### src/core/ifd_pkg.sv
// Package of constants for the interrupt flag and dispatch block
package ifd_pkg;
    // Source bit positions, matching the request/enable register layout
    localparam int unsigned PIN0_BIT = 0;
    localparam int unsigned PIN1_BIT = 1;
    localparam int unsigned TMR0_BIT = 5;
    localparam int unsigned TMR1_BIT = 6;
    localparam int unsigned CONV_BIT = 7;
    localparam logic [7:0] SRC_MASK = 8'he3;
    // Reset values
    localparam logic [7:0] FLAG_RST = 8'h00;
    localparam logic [7:0] EN_RST = 8'h00;
    localparam logic [1:0] EDGE_RST = 2'h2;
    localparam logic [1:0] PIN_RST = 2'h3;
    localparam logic [9:0] PUSH_RST = 10'h000;
    // Edge select encodings for pin 0
    localparam logic [1:0] EDGE_NONE = 2'h0;
    localparam logic [1:0] EDGE_RISE = 2'h1;
    localparam logic [1:0] EDGE_FALL = 2'h2;
    localparam logic [1:0] EDGE_BOTH = 2'h3;
    // Interrupt entry address and program counter width
    localparam int unsigned PC_W = 10;
    localparam logic [9:0] VECTOR_ADDR = 10'h008;
    // Dispatch states
    typedef enum logic [0:0] {
        IFD_IDLE,
        IFD_TAKEN
    } ifd_state_t;
endpackage : ifd_pkg

### src/core/ifd_irq_flag_dispatch.sv
// Interrupt request flags and single-vector dispatch for five sources
//
// Contract
// Timer 0 overflow sets its request flag whatever its enable says.
// Timer 0 enable and flag both set cause a branch to the vector.
// Timer 0 disabled: flag still sets, no branch.
// Timer 1 overflow sets its request flag whatever its enable says.
// Timer 1 vectors only when its enable and flag are both set.
// Timer 1 disabled: flag still sets, no branch.
// Conversion done sets the converter flag regardless of its enable.
// Converter enable and flag both set cause a branch to the vector.
// Converter disabled: flag still sets, no branch.
// Pin 0 flag sets on the edge picked by its edge select.
// Pin 1 flag sets on falling edges only.
// Handler tests enable and flag of each source to pick a service.
// Firmware orders simultaneous sources; hardware has one vector.
// Flags hold until firmware writes zero to clear them.
// Nothing is taken unless the global enable is set.
// Taking an interrupt loads PC with 8 and pushes the return address.
// Simultaneous events each set their own flag, none lost.
`timescale 1ns/1ps
`default_nettype none
module ifd_irq_flag_dispatch (
    input wire logic i_ref_clk,
    input wire logic i_rst_n,
    input wire logic i_timer0_ovf,
    input wire logic i_timer1_ovf,
    input wire logic i_conv_done,
    input wire logic i_ext_pin0,
    input wire logic i_ext_pin1,
    input wire logic [1:0] i_pin0_edge_select,
    input wire logic i_global_irq_enable,
    input wire logic [7:0] i_irq_enable,
    input wire logic [7:0] i_flag_clear_n,
    input wire logic i_can_take,
    input wire logic [9:0] i_return_pc,
    input wire logic i_reti,
    output logic [7:0] o_request_flags,
    output logic o_irq_pending,
    output logic o_vector_take,
    output logic [9:0] o_vector_pc,
    output logic o_stack_push,
    output logic [9:0] o_push_data
);
    // Pin synchronisers; stage one is read only by stage two
    logic [1:0] pin_s1_r;
    logic [1:0] pin_s1_nxt;
    logic [1:0] pin_s2_r;
    logic [1:0] pin_s2_nxt;
    logic [1:0] pin_d_r;
    logic [1:0] pin_d_nxt;
    logic pin0_edge;
    logic pin1_edge;

    // Request flags
    logic [7:0] flag_r;
    logic [7:0] flag_nxt;
    logic [7:0] event_v;

    // Dispatch state
    ifd_pkg::ifd_state_t state_r;
    ifd_pkg::ifd_state_t state_nxt;
    logic any_armed;
    logic pend_r;
    logic pend_nxt;
    logic take_r;
    logic take_nxt;
    logic [9:0] push_r;
    logic [9:0] push_nxt;

    // Vector address register, so the output leaves a flip-flop
    logic [9:0] vpc_r;
    logic [9:0] vpc_nxt;

    // Edge select decode for pin 0
    function automatic logic edge_hit(input logic [1:0] sel,
                                      input logic prev,
                                      input logic cur);
        case (sel)
            ifd_pkg::EDGE_RISE: edge_hit = !prev && cur;
            ifd_pkg::EDGE_FALL: edge_hit = prev && !cur;
            ifd_pkg::EDGE_BOTH: edge_hit = prev != cur;
            default: edge_hit = 1'b0;
        endcase
    endfunction : edge_hit

    // Pin sampling chain, next values
    // The pins are asynchronous, so two stages come before any logic;
    // the third stage only holds the previous settled level for edges.
    always_comb begin
        pin_s1_nxt = {i_ext_pin1, i_ext_pin0};
        pin_s2_nxt = pin_s1_r;
        pin_d_nxt = pin_s2_r;
    end

    // Pin sampling chain registers
    // All stages reset high: a pin resting high at release gives no
    // false falling edge. A pin held low through reset will show one.
    always_ff @(posedge i_ref_clk) begin
        if (!i_rst_n) begin
            pin_s1_r <= ifd_pkg::PIN_RST;
            pin_s2_r <= ifd_pkg::PIN_RST;
            pin_d_r <= ifd_pkg::PIN_RST;
        end else begin
            pin_s1_r <= pin_s1_nxt;
            pin_s2_r <= pin_s2_nxt;
            pin_d_r <= pin_d_nxt;
        end
    end

    // Edge detection on synchronised pins
    // Pin 0 follows its select; pin 1 is wired to falling edges only.
    always_comb begin
        pin0_edge = edge_hit(i_pin0_edge_select, pin_d_r[0],
                             pin_s2_r[0]);
        pin1_edge = edge_hit(ifd_pkg::EDGE_FALL, pin_d_r[1],
                             pin_s2_r[1]);
    end

    // Flag update: independent per bit, set wins over a clearing write
    // Events ignore the enables, so a disabled source still flags.
    // Losing an event to a late clear would drop a request silently,
    // hence the set term is ORed in after the clear mask.
    always_comb begin
        event_v = 8'h00;
        event_v[ifd_pkg::PIN0_BIT] = pin0_edge;
        event_v[ifd_pkg::PIN1_BIT] = pin1_edge;
        event_v[ifd_pkg::TMR0_BIT] = i_timer0_ovf;
        event_v[ifd_pkg::TMR1_BIT] = i_timer1_ovf;
        event_v[ifd_pkg::CONV_BIT] = i_conv_done;
        flag_nxt = ((flag_r & i_flag_clear_n) | event_v)
                   & ifd_pkg::SRC_MASK;
    end

    // Flag registers; unused bit positions stay at zero
    always_ff @(posedge i_ref_clk) begin
        if (!i_rst_n) begin
            flag_r <= ifd_pkg::FLAG_RST;
        end else begin
            flag_r <= flag_nxt;
        end
    end

    // Dispatch: one shared vector, no hardware priority
    // Firmware sorts out which source to serve, so the block only says
    // that some armed source is pending. No nesting: once the vector is
    // taken, nothing more is taken until the handler returns.
    always_comb begin
        any_armed = |(flag_r & i_irq_enable & ifd_pkg::SRC_MASK);
        pend_nxt = i_global_irq_enable
                   && any_armed;
        take_nxt = 1'b0;
        push_nxt = push_r;
        state_nxt = state_r;
        case (state_r)
            ifd_pkg::IFD_IDLE: begin
                // Global enable is checked again, as pending is a cycle old
                if (pend_r && i_global_irq_enable && i_can_take) begin
                    take_nxt = 1'b1;
                    push_nxt = i_return_pc;
                    state_nxt = ifd_pkg::IFD_TAKEN;
                end
            end
            ifd_pkg::IFD_TAKEN: begin
                // Return frees the dispatcher for the next cycle
                if (i_reti) begin
                    state_nxt = ifd_pkg::IFD_IDLE;
                end
            end
            default: begin
                state_nxt = ifd_pkg::IFD_IDLE;
            end
        endcase
    end

    // Dispatch registers
    always_ff @(posedge i_ref_clk) begin
        if (!i_rst_n) begin
            state_r <= ifd_pkg::IFD_IDLE;
            pend_r <= 1'b0;
            take_r <= 1'b0;
            push_r <= ifd_pkg::PUSH_RST;
        end else begin
            state_r <= state_nxt;
            pend_r <= pend_nxt;
            take_r <= take_nxt;
            push_r <= push_nxt;
        end
    end

    // Vector address; constant, but kept in a flip-flop like the others
    always_comb begin
        vpc_nxt = ifd_pkg::VECTOR_ADDR;
    end

    // Vector address register; reset value is the vector itself
    always_ff @(posedge i_ref_clk) begin
        if (!i_rst_n) begin
            vpc_r <= ifd_pkg::VECTOR_ADDR;
        end else begin
            vpc_r <= vpc_nxt;
        end
    end

    // Outputs straight from registers
    // Stack push and vector load are the same pulse by design.
    assign o_request_flags = flag_r;
    assign o_irq_pending = pend_r;
    assign o_vector_take = take_r;
    assign o_vector_pc = vpc_r;
    assign o_stack_push = take_r;
    assign o_push_data = push_r;
endmodule : ifd_irq_flag_dispatch
`default_nettype wire

### config.mk
export PLATFORM = sky130hd
export DESIGN_NAME = ifd_irq_flag_dispatch
export DESIGN_NICKNAME = d
export VERILOG_FILES = /design/src/core/ifd_pkg.sv /design/src/core/ifd_irq_flag_dispatch.sv
export SDC_FILE = /design/constraint.sdc
export NUM_CORES = 1
export LEC_CHECK = 0
export ABC_AREA = 0
export BUFFER_PORTS_ARGS = -buffer_cell sky130_fd_sc_hd__buf_2
export CAP_MARGIN = 20
export CORE_ASPECT_RATIO = 0.6
export CORE_MARGIN = 2
export CORE_UTILIZATION = 35
export DETAILED_ROUTE_END_ITERATION = 16
export MAX_ROUTING_LAYER = met4
export PLACE_DENSITY = 0.73
export SYNTH_ARGS = -nofsm -noshare
export SYNTH_HDL_FRONTEND = slang
export SYNTH_SLANG_ARGS = --single-unit
### constraint.sdc
create_clock -name i_ref_clk -period 1.13 [get_ports i_ref_clk]
set_input_delay 0 -clock i_ref_clk [delete_from_list [all_inputs] [get_ports i_ref_clk]]
set_output_delay 0 -clock i_ref_clk [all_outputs]
set_load 0.02 [all_outputs]
==> results of run 1 <==
==> cells by family after synthesis <==
group | count (synthesis) | synth area share [%]
AND/OR/NAND/NOR | 39 | 18.9
flip-flops | 24 | 50.3
buffers and inverters | 21 | 15.7
AO/OA/AOI/OAI | 20 | 11.7
adder cells (fa/ha/maj) | 2 | 2.62
other | 2 | 0.787
==> critical path: cells and delay by family <==
kind	cells	cell delay, ns
AO/OA/AOI/OAI	1	0.14
buffers and inverters	2	0.64
AND/OR/NAND/NOR	2	0.44
==> final timing paths <==
check / start / to / slack [ns] / cells after the start
worst max-delay path: i_global_irq_enable / o_push_data[1] / 0.09 / 5
worst min-delay path: i_flag_clear_n[1] / o_request_flags[1] / 0.009 / 3
worst max register to register: pin_d_r[0] / o_request_flags[0] / 0.10 / 5
worst min register to register: pin_s1_r[0] / pin_d_nxt[0] / 0.41 / 1
==> per-stage QoR <==
stage | setup WS (ns) | std cells | utilization, %
CTS | 0.0149 | 208 | 55.5
global route | 0.00208 | 208 | 55.6
floorplan | 0.125 | 119 | -
detailed placement | 0.0122 | 184 | 45.4
global placement | 0.0879 | 184 | 45.4
finish | 0.0913 | 208 | 55.6
==> report_power, final <==
group | total [uW] | leakage (uW) | internal, uW | switching (uW)
Clock | 559 | 0.0000288 | 310 | 249
Sequential | 885 | 0.000195 | 871 | 14.5
Combinational | 242 | 0.000464 | 116 | 125
==> synth_stat cells (all sizes together) <==
library cell | number | area [sq um]
nand3b | 1 | 7.51
a21oi | 15 | 75.1
dfxtp | 24 | 480
or2b | 1 | 7.51
and4b | 1 | 10.0
a31oi | 1 | 6.26
o21ai | 1 | 5.00
a22oi | 2 | 15.0
buf | 17 | 135
inv | 4 | 15.0
ha | 2 | 25.0
conb | 2 | 7.51
nand2b | 4 | 25.0
nand2 | 24 | 90.1
nor2 | 5 | 18.8
nor2b | 2 | 12.5
nand4b | 1 | 8.76
a222oi | 1 | 10.0
==> sequential cells by signal, summed over array words and instances, names as in the netlist <==
register / cells
pin_d_nxt: 2
o_push_data: 10
o_irq_pending: 1
pin_d_r: 2
o_request_flags: 5
o_stack_push: 1
pin_s1_r: 2
state_r: 1
==> final cells by class <==
class	count	area share [%]
repair buffers	70	32.1
well taps	32	2.84
inverters	4	1.06
flip-flops and latches	24	34.1
multi-input cells	74	26.0
clock buffers	4	3.90
==> what timing repair did <==
item | 4_1_cts | 5_1_grt
pin swaps | 0 | 2
endpoints found under the setup margin | 1 | 1
hold buffers | 20 | 0
setup buffers | 0 | 0
gates resized for setup | 1 | 2
hold endpoints to repair | 20 | 0
==> layer usage <==
metal / up-vias / routed length, microns / GRT usage, %
met2: 39 / 1160 / 28.5
met3: 4 / 153 / 5.01
met1: 408 / 930 / 16.1
met5: - / 0 / -
li1: 457 / - / -
met4: 0 / 31 / 5.66
==> results_dict.tcl, run 1 <==
set metrics [dict create \
    final_common_cell "buf_2" \
    setup_viol 0 \
    max_stage_delay_ns 0.52 \
    dp_hpwl_microns 1570 \
    via_per_inst 4.37 \
    clock.fmax_mhz 963 \
    grt_pass1_vias 890 \
    fin_crit_sh_pct 91.9 \
    clk_latency_ns 0.26 \
    synth_cells 108 \
    whs_ns 0.00854 \
    synthDistinctLibCells 20 \
    cts_made_buffers 3 \
    finalSetupTns_ns 0 \
    grt_use_total_pct 15.6 \
    fill_cells 242 \
    p_leak_uw 0.000688 \
    cp_max_fo 10 \
    drtIter0Drc 16 \
    crit_path_top_delay_cell "dlygate4sd3_1" \
    final_layout_size_suffix_gt1_share_pct 32.4 \
    dr.pass1.iters 4 \
    cts.root.buffer_cell "clkbuf_8" \
    die_w_microns 71.4 \
    path_cells "dlygate4sd3_1 -> buf_2 -> and4b_2 -> nand2_1 -> a21oi_1" \
    endpoint_kind "flip-flop" \
    drc 0 \
    period_needed_ns 1.04 \
    seq_area_sq_um 482 \
    postPlaceCellArea_sq_um 1150 \
    num_vias 908 \
    synth_area_per_cell_sq_um 8.84 \
    ioPinCount 69 \
    grt_max_degree 18 \
    dieArea_sq_um 3180 \
    nets 217 \
    port_buffers 49 \
    peakVddDrop_v 0.000889 \
    cts_tree "done" \
    fin_area_sq_um 1410 \
    cts.reportedPaths.clkPinSlew_ns 0.08 \
    cp-start-kind "input port" \
    antenna_left 0 \
    coreArea_sq_um 2540 \
    overflow 0 \
    synth.yosys.warnings 0 \
    syn_area_sq_um 955 \
    die_h_microns 44.5 \
    wire_per_inst_microns 11.0 \
    totalWireLength_microns 2280 \
    hold_viol 0 \
    fin_skew_ns 0.00196 \
    clk_path_buf_depth 2 \
    worstSetupPathType "in -> reg" \
    layout_common_cells "buf_2 (49), nand2_1 (24), dfxtp_1 (23), dlygate4sd3_1 (20), a21oi_1 (15)" \
    multi_input_area_sq_um 367 \
    synth_seq_area_share_pct 50.3 \
    initial_utilization_pct 37.6 \
    drv_slew 0 \
    grt_pass1_wl_microns 3700 \
    cp.required_ns 1.32 \
    num_antenna_cells 0 \
    synth-seq-cells 24 \
    rsz0062_at_grt "false" \
    worstHoldPathType "in -> reg" \
    globalplace.congestion 0.770 \
    drv_cap 0 \
    p_total_uw 1690 \
    antenna_found_initial 0 \
    htreeDepth 1 \
    powerDensity_nw_per_um2 1190 \
    worstPathArrival_ns 1.23 \
    status "completed" \
    rows 14 \
    area_growth_syn_to_layout_pct 47.8 \
    cts_num_sinks 24 \
]
No activity file was read; power rests on OpenSTA's default activity.
==> run 2, diff against run 1 <==
--- a/config.mk
+++ b/config.mk
@@ -14,6 +14,8 @@
 export DETAILED_ROUTE_END_ITERATION = 16
 export MAX_ROUTING_LAYER = met4
 export PLACE_DENSITY = 0.73
+export REMOVE_ABC_BUFFERS = 1
+export SKIP_LAST_GASP = 1
 export SYNTH_ARGS = -nofsm -noshare
 export SYNTH_HDL_FRONTEND = slang
 export SYNTH_SLANG_ARGS = --single-unit
==> constraint.sdc (replaced) <==
create_clock -name i_ref_clk -period 1.15 [get_ports i_ref_clk]
set_input_delay 0 -clock i_ref_clk [delete_from_list [all_inputs] [get_ports i_ref_clk]]
set_output_delay 0 -clock i_ref_clk [all_outputs]
set_load 0.02 [all_outputs]
==> run 2 against run 1 <==
Effect of this change:
- final area rose by 1.6%
- combinational power about the same
- via count fell by 1.2%
- sequential power decreased by 2%
- worst hold slack improved by 0.0062 ns
- clock power is 19% lower
- routed wire length decreased by 2.1%
- die area did not move
- first-iteration DRC count is the same
- critical path type is now reg -> reg
==> results_dict.tcl, run 2 (synthesis results as in run 1) <==
set metrics [dict create \
    dpl.cell_count 185 \
    dp_hpwl_microns 1550 \
    worstPathArrival_ns 1.16 \
    grt_max_degree 18 \
    p_leak_uw 0.000698 \
    die_h_microns 44.5 \
    postPlaceCellArea_sq_um 1170 \
    coreArea_sq_um 2540 \
    final_common_cell "buf_2" \
    period_needed_ns 1.04 \
    rows 14 \
    globalplace.congestion 0.667 \
    cp.required_ns 1.27 \
    clock.fmax_mhz 962 \
    p_clk_share_pct 29.0 \
    die_w_microns 71.4 \
    power_frac_seq_pct 55.4 \
    cts_num_sinks 24 \
    p_sw_share_pct 23.0 \
    peakVddDrop_v 0.000569 \
    cts.reportedPaths.clkPinSlew_ns 0.07 \
    topRoutingLayerUsed "met4" \
    clk_path_buf_depth 2 \
    internal-power_uw 1210 \
    drc 0 \
    antenna_left 0 \
    overflow 0 \
    wl_met1_microns 919 \
    grt_pass1_vias 886 \
    fin_area_sq_um 1430 \
    cp_max_fo 3 \
    setup_viol 0 \
    wl_met2_microns 1130 \
    layout_common_cells "buf_2 (49), nand2_1 (24), dfxtp_1 (23), dlygate4sd3_1 (21), a21oi_1 (15)" \
    area_growth_syn_to_layout_pct 50.2 \
    dieArea_sq_um 3180 \
    port_buffers 49 \
    cts.root.buffer_cell "clkbuf_8" \
    initial_utilization_pct 37.6 \
    num_antenna_cells 0 \
    htreeDepth 1 \
    num_vias 897 \
    p_switching_uw 360 \
    status "completed" \
    wire_per_inst_microns 10.6 \
    clk_latency_ns 0.25 \
    finalSetupTns_ns 0 \
    rsz0062_at_grt "false" \
    final_layout_size_suffix_gt1_share_pct 32.0 \
    cp-start-kind "flip-flop" \
    totalWireLength_microns 2230 \
    worstSetupPathType "reg -> reg" \
    drv_slew 0 \
    dr.pass1.iters 4 \
    grt_use_total_pct 15.7 \
    ioPinCount 69 \
    endpoint_kind "flip-flop" \
    worstHoldPathType "in -> reg" \
    powerDensity_nw_per_um2 1090 \
    fin_skew_ns 0.00225 \
    wl_met3_microns 159 \
    nets 220 \
    drtIter0Drc 16 \
    via_per_inst 4.27 \
    final_cells 210 \
    pwr-share-comb_pct 15.6 \
    cts_tree "done" \
    grt_pass1_wl_microns 3690 \
    antenna_found_initial 0 \
    hold_viol 0 \
    cts_made_buffers 3 \
    drv_cap 0 \
    largest_reg_flops 10 \
    fin_crit_sh_pct 90.4 \
    fill_cells 223 \
]
==> run 2: changes by cell type in the layout (fill, tap and decap cells not counted) <==
cell and change:
and4b_1 +1, and4b_2 -1, buf_12 +1, buf_4 +1
clkbuf_8 -1, dlygate4sd3_1 +1
==> run 2: power by group through the flow <==
| stage | sequential [uW] | clock [uW] | combinational (uW) |
|---|---|---|---|
| floorplan | 908 | 0 | 77.7 |
| global placement | 887 | 0 | 182 |
| detailed placement | 889 | 0 | 186 |
| CTS | 869 | 490 | 240 |
| global route | 873 | 512 | 267 |
| finish | 870 | 455 | 244 |
==> run 2: layer usage <==
metal / global-route usage [%] / up-vias
met5: - / -
met4: 3.40 / 0
met3: 4.10 / 2
met2: 29.6 / 42
met1: 16.8 / 390
li1: - / 463
==> run 2: what timing repair did <==
| item | in CTS | in global routing |
|---|---|---|
| hold buffers | 21 | 0 |
| endpoints found under the hold margin | 21 | 0 |
| buffers inserted | 0 | 1 |
| setup endpoints to repair | 0 | 1 |
| gates resized for setup | 0 | 2 |
==> run 2: worst paths after layout <==
check,end,depth (start not counted),slack [ns],from
max,o_irq_pending,2,0.11,o_request_flags[5]
min,o_request_flags[1],3,0.01,i_flag_clear_n[1]
max reg2reg,o_irq_pending,2,0.11,o_request_flags[5]
min reg2reg,pin_d_nxt[1],1,0.41,pin_s1_r[1]
==> run 2: layout make-up <==
type	count	area (sq um)	area share, %
timing repair buffer	73	490	34.2
sequential	24	482	33.6
multi-input combinational	74	365	25.5
clock buffer	3	41.3	2.88
tap	32	40.0	2.79
inverter	4	15.0	1.05
==> run 2: critical path: stages, from the launching register on <==
cell and delay, ns:
dfxtp_1 0.33, a222oi_1 0.44, a21oi_1 0.13
==> run 2: per-stage QoR <==
stage                     utilization (%)  hold slack (ns)  total power (uW)  setup WS (ns)
after CTS                            56.1           0.0148              1600        0.00907
after global placement               46.2            0.186              1070          0.134
after floorplan                         -           0.0687               985         0.0440
after detailed placement             46.2            0.193              1070         0.0491
final                                56.5           0.0148              1570          0.110
after global routing                 56.5           0.0427              1650         0.0112
